<file path="config.mk">
export PLATFORM = sky130hd
export DESIGN_NAME = system_bus_access_control
export DESIGN_NICKNAME = d
export VERILOG_FILES = /design/src/include/bus_ctl_pkg.sv /design/src/hdl/rom_wait_timer.sv /design/src/hdl/system_bus_access_control.sv
export SDC_FILE = /design/constraint.sdc
export NUM_CORES = 1
export LEC_CHECK = 0
export ABC_CLOCK_PERIOD_IN_PS = 15200
export BUFFER_PORTS_ARGS = -buffer_cell sky130_fd_sc_hd__buf_2
export CORE_MARGIN = 2
export CORE_UTILIZATION = 58
export DETAILED_ROUTE_END_ITERATION = 12
export PLACE_DENSITY = 0.85
export SLEW_MARGIN = 20
export SYNTH_ARGS = -nofsm -noshare
export SYNTH_HDL_FRONTEND = slang
export SYNTH_SLANG_ARGS = --single-unit
</file>
<file path="constraint.sdc">
create_clock -name mclk -period 15.2 [get_ports mclk]
set_clock_uncertainty 0.1 [all_clocks]
set_input_delay 3.8 -clock mclk [delete_from_list [all_inputs] [get_ports mclk]]
set_output_delay 3.8 -clock mclk [all_outputs]
set_load 0.05 [all_outputs]
</file>
<file path="src/include/bus_ctl_pkg.sv">
// Package of address map, widths, register layout and types for the bus bridge
package bus_ctl_pkg;

   localparam logic [23:0] ram_base = 24'h000000;
   localparam logic [23:0] ram_last = 24'h0007FF;
   localparam logic [23:0] per1_base = 24'h004000;
   localparam logic [23:0] per1_last = 24'h0043FF;
   localparam logic [23:0] per2_base = 24'h005000;
   localparam logic [23:0] per2_last = 24'h005FFF;
   localparam logic [23:0] rom_base = 24'h008000;
   localparam logic [23:0] rom_last = 24'h00BFFF;
   localparam logic [23:0] core_io_base = 24'hFFFC00;
   localparam logic [23:0] core_io_last = 24'hFFFFFF;
   localparam logic [23:0] seg_base = 24'h0053C0;
   localparam logic [23:0] seg_last = 24'h0053DF;
   localparam logic [23:0] rom_wait_register_addr = 24'h0054B0;
   localparam logic [23:0] vector_base_low_addr = 24'h005328;
   localparam logic [23:0] vector_base_high_addr = 24'h00532A;
   localparam logic [1:0] rom_wait_reset = 2'h3;
   localparam logic [23:0] vector_base_reset = 24'h008000;
   localparam int rom_wait_lsb = 0;
   localparam int vbh_bits = 8;
   localparam int sys_clk_ns = 8;

   typedef enum logic [1:0] {size_8, size_16, size_32} acc_size_t;
   typedef enum logic [2:0] {rgn_none, rgn_ram, rgn_rom, rgn_per, rgn_core} region_t;

   typedef struct packed {
      logic valid;
      logic write;
      logic stack;
      acc_size_t size;
      logic [23:0] addr;
      logic [31:0] wdata;
   } cpu_req_t;

   typedef struct packed {
      logic valid;
      logic write;
      region_t region;
      logic [23:0] addr;
      logic [1:0] width_log;
      logic [31:0] wdata;
   } bus_cyc_t;

   // Region decode, also used for instruction fetch comparison
   function automatic region_t decode(input logic [23:0] a);
      if (a <= ram_last) return rgn_ram;
      if (a >= rom_base && a <= rom_last) return rgn_rom;
      if ((a >= per1_base && a <= per1_last) || (a >= per2_base && a <= per2_last))
         return rgn_per;
      if (a >= core_io_base) return rgn_core;
      return rgn_none;
   endfunction : decode

   // Target device width as log2 of bytes
   function automatic logic [1:0] dev_width(input logic [23:0] a);
      region_t r;
      r = decode(a);
      if (r == rgn_ram) return 2'h2;
      if (r == rgn_rom) return 2'h1;
      if (r == rgn_per)
      begin
         if (a >= seg_base && a <= seg_last) return 2'h1;
         if ((a >= 24'h004100 && a <= 24'h00411F) || (a >= 24'h004020 && a <= 24'h00403F))
            return 2'h0;
         if (a >= per2_base && a < 24'h005320) return 2'h0;
         return 2'h1;
      end
      return 2'h0;
   endfunction : dev_width

endpackage : bus_ctl_pkg

</file>
<file path="src/hdl/rom_wait_timer.sv">
// Counter that stretches a ROM read bus cycle by the programmed waits
`timescale 1ns/10ps
module rom_wait_timer
(
   input wire logic mclk,
   input wire logic resetn,
   input wire logic start,
   input wire logic [1:0] waits,
   output logic done
);

   logic [1:0] cnt_r;
   logic [1:0] cnt_nxt;
   logic busy_r;
   logic busy_nxt;

   always_comb
   begin
      cnt_nxt = cnt_r;
      busy_nxt = busy_r;
      done = 1'b0;
      if (!busy_r && start)
      begin
         if (waits == 2'h0)
            done = 1'b1;
         else
         begin
            busy_nxt = 1'b1;
            cnt_nxt = waits;
         end
      end
      else if (busy_r)
      begin
         // One extra clock per wait
         cnt_nxt = cnt_r - 2'h1;
         if (cnt_r == 2'h1)
         begin
            busy_nxt = 1'b0;
            done = 1'b1;
         end
      end
   end

   always_ff @(posedge mclk or negedge resetn)
   begin
      if (!resetn)
      begin
         cnt_r <= 2'h0;
         busy_r <= 1'b0;
      end
      else
      begin
         cnt_r <= cnt_nxt;
         busy_r <= busy_nxt;
      end
   end

endmodule : rom_wait_timer

</file>
<file path="src/hdl/system_bus_access_control.sv">
// Bus bridge between CPU data port and internal memories and peripherals
`timescale 1ns/10ps
module system_bus_access_control
(
   input wire logic mclk,
   input wire logic resetn,
   input wire bus_ctl_pkg::cpu_req_t cpu_req,
   output logic cpu_ack,
   output logic [31:0] cpu_rdata,
   input wire logic [23:0] fetch_addr,
   input wire logic fetch_req,
   output logic fetch_stall,
   input wire logic [7:0] processor_status_flags,
   output bus_ctl_pkg::bus_cyc_t bus_out,
   input wire logic [31:0] bus_rdata,
   output logic [1:0] rom_wait_count,
   output logic [23:0] vector_base
);

   typedef enum logic [1:0] {st_idle, st_cycle, st_wait} state_t;

   state_t state_r, state_nxt;
   logic [1:0] part_r, part_nxt;
   logic [1:0] parts_r, parts_nxt;
   bus_ctl_pkg::cpu_req_t req_r, req_nxt;
   logic [31:0] acc_r, acc_nxt;
   logic [1:0] wl_r, wl_nxt;
   logic [1:0] wait_r, wait_nxt;
   logic [15:0] vbl_r, vbl_nxt;
   logic [7:0] vbh_r, vbh_nxt;
   bus_ctl_pkg::bus_cyc_t cyc_nxt;
   logic [31:0] rdata_nxt;
   logic ack_nxt;
   logic wait_start;
   logic wait_done;
   logic [23:0] part_addr;
   logic [4:0] shift;
   logic [31:0] lane_mask;
   logic [31:0] wr_word;
   logic [1:0] sz;
   logic [1:0] w;
   logic is_rom_rd;
   logic [31:0] got;

   rom_wait_timer u_wait
   (
      .mclk(mclk),
      .resetn(resetn),
      .start(wait_start),
      .waits(wait_r),
      .done(wait_done)
   );

   ////////////////////////////////////////////////////////////////////////////
   // Part address and byte lanes of the current bus cycle

   always_comb
   begin
      // Ascending addresses, lowest bytes first
      part_addr = req_r.addr + 24'((32'(part_r)) << wl_r);
      shift = 5'((32'(part_r) << wl_r) * 8);
      case (wl_r)
         2'h0: lane_mask = 32'h000000FF;
         2'h1: lane_mask = 32'h0000FFFF;
         default: lane_mask = 32'hFFFFFFFF;
      endcase
      // Stack pushes keep the flags in the top byte; plain 32-bit writes zero it
      if (req_r.size == bus_ctl_pkg::size_32 && !req_r.stack)
         wr_word = {8'h00, req_r.wdata[23:0]};
      else if (req_r.stack)
         wr_word = {processor_status_flags, req_r.wdata[23:0]};
      else
         wr_word = req_r.wdata;
   end

   ////////////////////////////////////////////////////////////////////////////
   // Access sequencer

   always_comb
   begin
      state_nxt = state_r;
      part_nxt = part_r;
      parts_nxt = parts_r;
      req_nxt = req_r;
      acc_nxt = acc_r;
      wl_nxt = wl_r;
      wait_nxt = wait_r;
      vbl_nxt = vbl_r;
      vbh_nxt = vbh_r;
      cyc_nxt = '0;
      rdata_nxt = cpu_rdata;
      ack_nxt = 1'b0;
      wait_start = 1'b0;
      sz = (cpu_req.size == bus_ctl_pkg::size_8) ? 2'h0 :
           (cpu_req.size == bus_ctl_pkg::size_16) ? 2'h1 : 2'h2;
      w = bus_ctl_pkg::dev_width(cpu_req.addr);
      if (w > sz)
         w = sz;
      is_rom_rd = !req_r.write && bus_ctl_pkg::decode(part_addr) == bus_ctl_pkg::rgn_rom;
      got = (bus_rdata & lane_mask) << shift;
      unique case (state_r)
         st_idle:
         begin
            // Request still stands in the ack cycle; taking it then would repeat it
            if (cpu_req.valid && !cpu_ack)
            begin
               req_nxt = cpu_req;
               wl_nxt = w;
               // 2 or 4 cycles when wider than the target
               parts_nxt = 2'(((32'h1) << (sz - w)) - 32'h1);
               part_nxt = 2'h0;
               acc_nxt = '0;
               state_nxt = st_cycle;
            end
         end
         st_cycle:
         begin
            // One system clock per cycle
            cyc_nxt.valid = 1'b1;
            cyc_nxt.write = req_r.write;
            cyc_nxt.region = bus_ctl_pkg::decode(part_addr);
            cyc_nxt.addr = part_addr;
            cyc_nxt.width_log = wl_r;
            cyc_nxt.wdata = (wr_word >> shift) & lane_mask;
            if (is_rom_rd && wait_r != 2'h0)
            begin
               wait_start = 1'b1;
               state_nxt = st_wait;
               acc_nxt = acc_r | got;
            end
            else
            begin
               acc_nxt = acc_r | got;
               if (req_r.write)
               begin
                  if (part_addr == bus_ctl_pkg::rom_wait_register_addr)
                     wait_nxt = req_r.wdata[bus_ctl_pkg::rom_wait_lsb +: 2];
                  if (part_addr == bus_ctl_pkg::vector_base_low_addr)
                     vbl_nxt = req_r.wdata[15:0] & 16'hFF00;
                  if (part_addr == bus_ctl_pkg::vector_base_high_addr)
                     vbh_nxt = req_r.wdata[7:0];
               end
               else if (part_addr == bus_ctl_pkg::rom_wait_register_addr)
                  acc_nxt = acc_r | (32'(wait_r) << shift);
               if (part_r == parts_r)
               begin
                  ack_nxt = 1'b1;
                  state_nxt = st_idle;
                  // Drop the top byte unless popping a stack frame
                  if (req_r.size == bus_ctl_pkg::size_32 && !req_r.stack)
                     rdata_nxt = {8'h00, acc_nxt[23:0]};
                  else
                     rdata_nxt = acc_nxt;
               end
               else
                  part_nxt = part_r + 2'h1;
            end
         end
         st_wait:
         begin
            if (wait_done)
            begin
               if (part_r == parts_r)
               begin
                  ack_nxt = 1'b1;
                  state_nxt = st_idle;
                  rdata_nxt = (req_r.size == bus_ctl_pkg::size_32 && !req_r.stack) ?
                              {8'h00, acc_r[23:0]} : acc_r;
               end
               else
               begin
                  part_nxt = part_r + 2'h1;
                  state_nxt = st_cycle;
               end
            end
         end
      endcase
   end

   always_ff @(posedge mclk or negedge resetn)
   begin
      if (!resetn)
      begin
         state_r <= st_idle;
         part_r <= 2'h0;
         parts_r <= 2'h0;
         req_r <= '0;
         acc_r <= 32'h00000000;
         wl_r <= 2'h0;
         wait_r <= bus_ctl_pkg::rom_wait_reset;
         vbl_r <= bus_ctl_pkg::vector_base_reset[15:0];
         vbh_r <= bus_ctl_pkg::vector_base_reset[23:16];
         bus_out <= '0;
         cpu_rdata <= 32'h00000000;
         cpu_ack <= 1'b0;
      end
      else
      begin
         state_r <= state_nxt;
         part_r <= part_nxt;
         parts_r <= parts_nxt;
         req_r <= req_nxt;
         acc_r <= acc_nxt;
         wl_r <= wl_nxt;
         wait_r <= wait_nxt;
         vbl_r <= vbl_nxt;
         vbh_r <= vbh_nxt;
         bus_out <= cyc_nxt;
         cpu_rdata <= rdata_nxt;
         cpu_ack <= ack_nxt;
      end
   end

   ////////////////////////////////////////////////////////////////////////////
   // Fetch arbitration and register outputs

   always_comb
   begin
      bus_ctl_pkg::region_t fr;
      fr = bus_ctl_pkg::decode(fetch_addr);
      // Same memory for code and data: fetch waits out the data cycles
      fetch_stall = fetch_req && state_r != st_idle &&
                    (fr == bus_ctl_pkg::rgn_rom || fr == bus_ctl_pkg::rgn_ram) &&
                    fr == bus_ctl_pkg::decode(part_addr);
   end

   assign rom_wait_count = wait_r;
   assign vector_base = {vbh_r, vbl_r};

   ////////////////////////////////////////////////////////////////////////////
   // Checks

   a_wait_reset: assert property (@(posedge mclk) $rose(resetn) |-> wait_r == 2'h3)
      else $error("rom wait not three after reset");
   a_rom_decode: assert property (@(posedge mclk) disable iff (!resetn)
      bus_out.valid && bus_out.addr >= 24'h008000 && bus_out.addr <= 24'h00BFFF
      |-> bus_out.region == bus_ctl_pkg::rgn_rom)
      else $error("rom address not decoded as rom");
   a_ram_decode: assert property (@(posedge mclk) disable iff (!resetn)
      bus_out.valid && bus_out.addr <= 24'h0007FF |-> bus_out.region == bus_ctl_pkg::rgn_ram)
      else $error("ram address not decoded as ram");
   a_core_decode: assert property (@(posedge mclk) disable iff (!resetn)
      bus_out.valid && bus_out.addr >= 24'hFFFC00 |-> bus_out.region == bus_ctl_pkg::rgn_core)
      else $error("core io not decoded");
   a_split_four: assert property (@(posedge mclk) disable iff (!resetn)
      state_r == st_idle && cpu_req.valid && !cpu_ack && cpu_req.size == bus_ctl_pkg::size_32 &&
      bus_ctl_pkg::dev_width(cpu_req.addr) == 2'h0 |=> parts_r == 2'h3)
      else $error("32-bit to 8-bit target not four cycles");
   a_write_top: assert property (@(posedge mclk) disable iff (!resetn)
      bus_out.valid && bus_out.write && bus_out.width_log == 2'h2 && !req_r.stack
      |-> bus_out.wdata[31:24] == 8'h00)
      else $error("upper byte written nonzero");
   a_read_top: assert property (@(posedge mclk) disable iff (!resetn)
      cpu_ack && !req_r.write && req_r.size == bus_ctl_pkg::size_32 && !req_r.stack
      |-> cpu_rdata[31:24] == 8'h00)
      else $error("upper read byte delivered");
   a_one_clock: assert property (@(posedge mclk) disable iff (!resetn)
      state_r == st_idle && cpu_req.valid && !cpu_ack && cpu_req.size == bus_ctl_pkg::size_8 &&
      bus_ctl_pkg::decode(cpu_req.addr) == bus_ctl_pkg::rgn_ram |-> ##2 cpu_ack)
      else $error("single ram cycle not one clock");
   a_rom_waits: assert property (@(posedge mclk) disable iff (!resetn)
      state_r == st_cycle && wait_start && wait_r == 2'h2 && part_r == parts_r
      |-> ##2 ack_nxt)
      else $error("two waits not two extra clocks");
   a_fetch_hold: assert property (@(posedge mclk) disable iff (!resetn)
      fetch_req && state_r == st_idle |-> !fetch_stall)
      else $error("fetch stalled with no data access");

   c_split: cover property (@(posedge mclk) parts_r == 2'h3 && cpu_ack);
   c_waited: cover property (@(posedge mclk) state_r == st_wait);
   c_stall: cover property (@(posedge mclk) fetch_stall);

endmodule : system_bus_access_control

</file>
**Word-level counts from Yosys, hierarchy flattened**

Index checks and enable logic that the tools add are counted.

- Bits in registers: 217
- Output and inout bits: 123
- Word-level logic and storage cells: 290

- $add $sub $neg: 5
- Reductions and logical operators: 48
- Magnitude comparators: 32
- Mux-type cells: 148
- Eq/ne operators: 24
- Shift operators: 5
- Bitwise operators: 5

Operators by type and width:

| cell | number |
|---|---|
| 2-to-1 mux 32 bit | 12 |
| >= comparator 24 x 15 -> 1 bit, second input constant | 9 |
| less-or-equal comparator 24 x 15 -> 1 bit, second input constant | 9 |
| one-hot mux 32 bit (2 select lines) | 3 |
| 2-to-1 mux 3 bit | 28 |
| 2-to-1 mux 1 bit | 75 |
| equality test 24 x 15 -> 1 bit, second input constant | 3 |
| >= comparator 24 x 16 -> 1 bit, second input constant | 3 |
| >= comparator 24 bit, second input constant | 3 |
| less-or-equal comparator 24 x 11 -> 1 bit, second input constant | 3 |
| less-or-equal comparator 24 x 16 -> 1 bit, second input constant | 3 |
| AND 32 bit | 2 |
| OR 32 bit | 2 |
| 2-to-1 mux 63 bit | 1 |
| 2-to-1 mux 2 bit | 26 |
| left shift 2 x 5 -> 32 bit | 1 |
| left shift 32 x 5 -> 32 bit | 1 |
| >> shifter 32 x 5 -> 32 bit | 1 |
| adder 24 bit | 1 |
| < comparator 24 x 15 -> 1 bit, second input constant | 1 |
| left shift 2 x 2 -> 24 bit | 1 |
| logical AND 1 bit | 21 |
| equality test 3 x 2 -> 1 bit, second input constant | 4 |
| one-hot mux 2 bit (3 select lines) | 2 |
| other kinds (23) | 52 |

**Depth between registers and ports, before layout**

- Word-level depth: 39
- Depth in mapped cells: 20
- Mapped depth without buffers: 17

**Hierarchy**

Synthesis repeated with hierarchy kept, for this count alone.

- Cell total of the unflattened synthesis: 1,145
- Area, all modules: 10,561.4 µm²

By module, submodules not included:

| module | area an instance (µm²) | times used | cells each |
|---|---|---|---|
| system_bus_access_control | 10,380.0 | 1 | 1,127 |
| rom_wait_timer | 181.4 | 1 | 18 |

**Worst setup path before layout**

No wires, ideal clock.

- Path type: input port to output port
- Start point: input fetch_addr[22]
- End point: output fetch_stall
- Slack: 4.910 ns
- Arrival: 6.390 ns
- Cell stages on the path: 6
- Cell sequence: nor4_1 nand2_1 nor4_1 xnor2_1 or4_1 a311oi_1

- Longest elaborated chain between the ends: 13
- Elaborated cells between the ends (all ways): 35
- Classes of those cells: order compare (8); eq/ne (3); mux (17); reduce/logical (7)

RTL lines:

| what | line | text |
|---|---|---|
| from (decl) | system_bus_access_control.sv:10 | `input wire logic [23:0] fetch_addr,` |
| >= comparator 24 bit (tied with other cells) | bus_ctl_pkg.sv:52 | `if (a >= core_io_base) return rgn_core;` |
| 2-to-1 mux 1 bit (tied with other cells) (2 in series) | bus_ctl_pkg.sv:52 |  |
| 2-to-1 mux 1 bit or 2-to-1 mux 3 bit (tied branches) | bus_ctl_pkg.sv:50 | `if ((a >= per1_base && a <= per1_last) \|\| (a >= per2_base && a <= per2_last))` |
| 2-to-1 mux 1 bit (tied with other cells) | bus_ctl_pkg.sv:49 | `if (a >= rom_base && a <= rom_last) return rgn_rom;` |
| 2-to-1 mux 3 bit or 2-to-1 mux 1 bit (tied branches) | bus_ctl_pkg.sv:53, bus_ctl_pkg.sv:49 |  |
| 2-to-1 mux 3 bit | bus_ctl_pkg.sv:52 |  |
| 2-to-1 mux 3 bit | bus_ctl_pkg.sv:50 |  |
| 2-to-1 mux 3 bit (*) | bus_ctl_pkg.sv:49 |  |
| equality test 3 x 2 -> 1 bit or equality test 3 x 1 -> 1 bit (tied branches) | system_bus_access_control.sv:223 | `(fr == bus_ctl_pkg::rgn_rom \|\| fr == bus_ctl_pkg::rgn_ram) &&` |
| logical OR 1 bit | system_bus_access_control.sv:223 |  |
| logical AND 1 bit | system_bus_access_control.sv:222 | `fetch_stall = fetch_req && state_r != st_idle &&` |
| logical AND 1 bit (*) | system_bus_access_control.sv:223 |  |
| to (decl) | system_bus_access_control.sv:12 | `output logic fetch_stall,` |

Mark *: on every way between the ends. The rest lies on a longest branch, timed or not. The select of a mux whose other input is x is not followed.

**Worst setup path in the final report**

- Start point: register wl_r[0]
- End point: output fetch_stall

- Longest elaborated chain between the ends: 13
- Elaborated cells between the ends (all ways): 33
- Classes of those cells: add/sub (1); order compare (8); eq/ne (1); shift (1); mux (17); reduce/logical (5)

RTL lines:

| what | line | text |
|---|---|---|
| from (decl) | system_bus_access_control.sv:27 | `logic [1:0] wl_r, wl_nxt;` |
| from (signal assigned) | system_bus_access_control.sv:204 | `wl_r <= wl_nxt;` |
| left shift 2 x 2 -> 24 bit (*) | n/a |  |
| adder 24 bit (*) | system_bus_access_control.sv:60 | `part_addr = req_r.addr + 24'((32'(part_r)) << wl_r);` |
| >= comparator 24 bit (tied with other cells) | bus_ctl_pkg.sv:52 |  |
| 2-to-1 mux 1 bit (tied with other cells) (2 in series) | bus_ctl_pkg.sv:52 |  |
| 2-to-1 mux 1 bit or 2-to-1 mux 3 bit (tied branches) | bus_ctl_pkg.sv:50 |  |
| 2-to-1 mux 1 bit (tied with other cells) | bus_ctl_pkg.sv:49 |  |
| 2-to-1 mux 3 bit or 2-to-1 mux 1 bit (tied branches) | bus_ctl_pkg.sv:53, bus_ctl_pkg.sv:49 |  |
| 2-to-1 mux 3 bit | bus_ctl_pkg.sv:52 |  |
| 2-to-1 mux 3 bit | bus_ctl_pkg.sv:50 |  |
| 2-to-1 mux 3 bit (*) | bus_ctl_pkg.sv:49 |  |
| equality test 3 bit (*) | system_bus_access_control.sv:224 | `fr == bus_ctl_pkg::decode(part_addr);` |
| logical AND 1 bit (*) | system_bus_access_control.sv:223 |  |

Marks and branches as above.

==> results.sh <==
export IMPL_synthAdderAreaFrac_pct=1.68
export IMPL_synth_xor_area_share_pct=2.76
export IMPL_setup_tns_ns=0
export IMPL_antenna_found_initial=4
export IMPL_num_rows=49
export IMPL_finalHoldViolCount=0
export IMPL_ys_flop_type="dfrtp_1"
export IMPL_yosysUniqueCellTypes=67
export IMPL_synth_top_family_by_area="simple AND/OR/NAND/NOR gates"
export IMPL_status="finished clean"
export IMPL_dp_hpwl_um=19300
export IMPL_muxShareOfSynthArea_pct=9.90
export IMPL_grt_total_usage_pct=28.3
export IMPL_overflow=0
export IMPL_wl_per_cell_um=19.0
export IMPL_drive_gt1_share_pct=30.6
export IMPL_die_w_um=138
export IMPL_clk_latency_ns=0.50
export IMPL_worstPathArrival_ns=6.87
export IMPL_min_period_over_period_pct=70.9
export IMPL_synthCells=1016
export IMPL_drc=0
export IMPL_max_stage_delay_ns=1.00
export IMPL_vdd_ir_drop_max_uv=177
export IMPL_share_comb_of_total_power_pct=42.3
export IMPL_cp_end_kind="output port"
export IMPL_pwr_share_seq_pct=36.4
export IMPL_hold_end="cpu_rdata[31]"
export IMPL_power_density_nw_per_um2=213
export IMPL_drt_iter0_markers=710
export IMPL_worst_setup_path_start_kind="register"
export IMPL_first_global_vias=8639
export IMPL_cts_buffers=23
export IMPL_hp_start="cpu_rdata[31]"
export IMPL_slew_headroom_pct=26.8
export IMPL_grt_pass1_wl_um=44300
export IMPL_synth_seq_cells=217
export IMPL_vias=8648
export IMPL_first_pass_iters=5
export IMPL_core_area_um2=17800
export IMPL_area_delta_synth_final_pct=19.0
export IMPL_nNetsFinal=1355
export IMPL_cts_tree="done"
export IMPL_p_int_uw=1470
export IMPL_p_leak_uw=0.00616
export IMPL_final_cell_mix="buf_2 (231), dfrtp_1 (214), nand2_1 (110)"
export IMPL_switching_share_pct=44.5
export IMPL_worst_endpoint_required_ns=11.30
export IMPL_utilization_pct=69.7
export IMPL_hold_class="reg -> reg"
export IMPL_wirelength_um=27700
export IMPL_slew_violations=0
export IMPL_globalplace_congestion=0.882
export IMPL_ff2ff_setup_slack_ns=8.53
export IMPL_ant_nets=0
export IMPL_io_buffers=232
export IMPL_tightest_slew_ns=1.10
export IMPL_cpMaxStageDelayCell="clkinv_1"
export IMPL_synth_cell_area_um2=10500
export IMPL_ctsResizeCount=0
export IMPL_ys_seq_area_share_pct=52.0
export IMPL_r2r_start="wl_r[0]"
export IMPL_synthArstFlopShare_pct=100
export IMPL_die_area_um2=19100
export IMPL_clk_pin_slew_ns=0.07
export IMPL_post_route_min_period_ns=10.77
export IMPL_cap_violations=0
export IMPL_post_cts_buffers=0
export IMPL_p_sw_uw=1180
export IMPL_syn_area_per_cell_um2=10.3
export IMPL_cts_path_max_buffers=3
export IMPL_avgViaCountPerCell=5.92
export IMPL_ios=251
export IMPL_reg2reg_depth=13
export IMPL_grt_max_degree=88
export IMPL_final_common_cell="buf_2"
export IMPL_initial_core_util_pct=58.6
export IMPL_yosysWarnings=0
export IMPL_hold_depth=2
export IMPL_synth_compound_area_share_pct=14.2
export IMPL_p_clk_share_pct=21.2
export IMPL_cp_max_fo=27
export IMPL_worstReg2RegEnd="vbl_r[11]"
export IMPL_fillers=1334
export IMPL_clock_sinks=217
export IMPL_cts_hold_buffers=0
export IMPL_cts_root_buf="clkbuf_16"
export IMPL_crit_chain="nor2_1, nand2_1, clkinv_1, ha_1, ha_1, a211oi_1, o21bai_1, o21ai_0, xor2_1, o21ai_0, nor4_1, o21ai_1, xnor2_1, or4_1, a311oi_1, buf_2"
export IMPL_synth_edf_count=0
export IMPL_die_h_um=138
export IMPL_synth_simple_gate_area_share_pct=15.4
export IMPL_fmax_mhz=92.8
export IMPL_setup_viol=0
export IMPL_rsz0062_at_grt="false"
export IMPL_cts_htree_levels=1
export IMPL_critical_path_class="reg -> out"
-- cell families after synthesis --
logic type	count (synthesis)
xor+xnor	33
simple gates	334
flops	217
other cells	1
buf+inv	98
compound gates	227
fa+ha+maj	14
mux	92
-- final cells by class --
cell class / count / area [um2] / area share [%]
Inverter: 25 / 93.8 / 0.754
Clock buffer: 31 / 646 / 5.19
Antenna cell: 2 / 5.00 / 0.0402
Sequential cell: 217 / 5430 / 43.7
Timing Repair Buffer: 238 / 1220 / 9.77
Tap cell: 229 / 287 / 2.30
Clock inverter: 11 / 120 / 0.965
Multi-Input combinational cell: 708 / 4640 / 37.3
-- cell usage after synthesis, types with 4 or more instances --
master | number | area, um2
and2_1 | 22 | 138
or4_1 | 4 | 30.0
mux2i_1 | 10 | 100
buf_4 | 8 | 60.1
a31oi_1 | 15 | 93.8
a22o_1 | 13 | 114
nor3_1 | 10 | 50.1
o211a_1 | 6 | 60.1
dfrtp_1 | 214 | 5360
or3_1 | 4 | 25.0
mux2_2 | 81 | 912
inv_1 | 24 | 90.1
o31ai_1 | 4 | 30.0
xnor2_1 | 14 | 123
a21oi_1 | 86 | 430
a311oi_1 | 9 | 78.8
nor2_1 | 91 | 342
nand3_1 | 25 | 125
nand2_1 | 110 | 413
o2111ai_1 | 5 | 43.8
o21ai_0 | 31 | 155
o21ai_1 | 7 | 35.0
a211oi_1 | 9 | 67.6
a221oi_1 | 5 | 43.8
ha_1 | 14 | 175
buf_1 | 8 | 30.0
buf_2 | 7 | 35.0
and3_1 | 20 | 125
a221o_1 | 11 | 110
nand2b_1 | 10 | 62.6
nor4_1 | 10 | 62.6
or2_2 | 5 | 31.3
a21o_1 | 5 | 37.5
nor2b_1 | 6 | 37.5
clkbuf_1 | 48 | 180
xor2_1 | 19 | 166
-- flip-flops by register name, summed over array words and instances, names as in the netlist, 8 cells and up --
| name | flops |
|---|---|
| vbh_r | 8 |
| req_r | 60 |
| acc_r | 32 |
| cpu_rdata | 32 |
| vbl_r | 8 |
| bus_out | 63 |
-- critical path: cells and delay by family, from the launching register on --
family / cells / cell delay, ns
buffers and inverters: 2 / 1.31
adder cells (fa/ha/maj): 2 / 0.76
XOR/XNOR: 2 / 0.60
AO/OA/AOI/OAI: 6 / 1.50
AND/OR/NAND/NOR: 4 / 1.62
flip-flops: 1 / 0.55
-- power groups by stage --
stage | registers (uW) | clock network, uW | logic, uW
2_1_floorplan | 1170 | 0 | 604
3_3_place_gp | 954 | 0 | 1080
3_5_place_dp | 967 | 0 | 1110
4_1_cts | 959 | 571 | 1120
5_1_grt | 987 | 592 | 1210
6_report | 966 | 563 | 1120
-- per-stage QoR --
| stage | instance area, um2 | instances | total power, uW | worst slack, ns | hold WS [ns] |
|---|---|---|---|---|---|
| 4_1_cts | 12400 | 1459 | 2650 | 4.51 | 0.388 |
| 3_3_place_gp | 11700 | 1417 | 2040 | 5.29 | 0.366 |
| 5_1_grt | 12400 | 1460 | 2790 | 3.92 | 0.415 |
| 3_5_place_dp | 11700 | 1417 | 2070 | 5.11 | 0.374 |
| 2_1_floorplan | 10500 | 1023 | 1770 | 4.91 | 0.349 |
| 6_report | 12400 | 1461 | 2650 | 4.43 | 0.385 |
-- worst max-delay path by stage --
stage | depth (start not counted) | start | slack, ns | endpoint
floorplan | 6 | fetch_addr[22] | 4.91 | fetch_stall
global placement | 16 | wl_r[0] | 5.29 | fetch_stall
detailed placement | 16 | wl_r[0] | 5.11 | fetch_stall
CTS | 16 | wl_r[0] | 4.51 | fetch_stall
global route | 16 | wl_r[0] | 3.92 | fetch_stall
finish | 16 | wl_r[0] | 4.43 | fetch_stall
-- per-layer routing --
metal / track usage [%] / part of all wire (%) / vias up
met5: 0 / 0.098 / -
met4: 11.1 / 3.6 / 4
met1: 36.6 / 39 / 4189
met3: 5.68 / 8.5 / 79
li1: - / - / 3978
met2: 47.5 / 49 / 398
No activity file was read; power rests on OpenSTA's default activity.
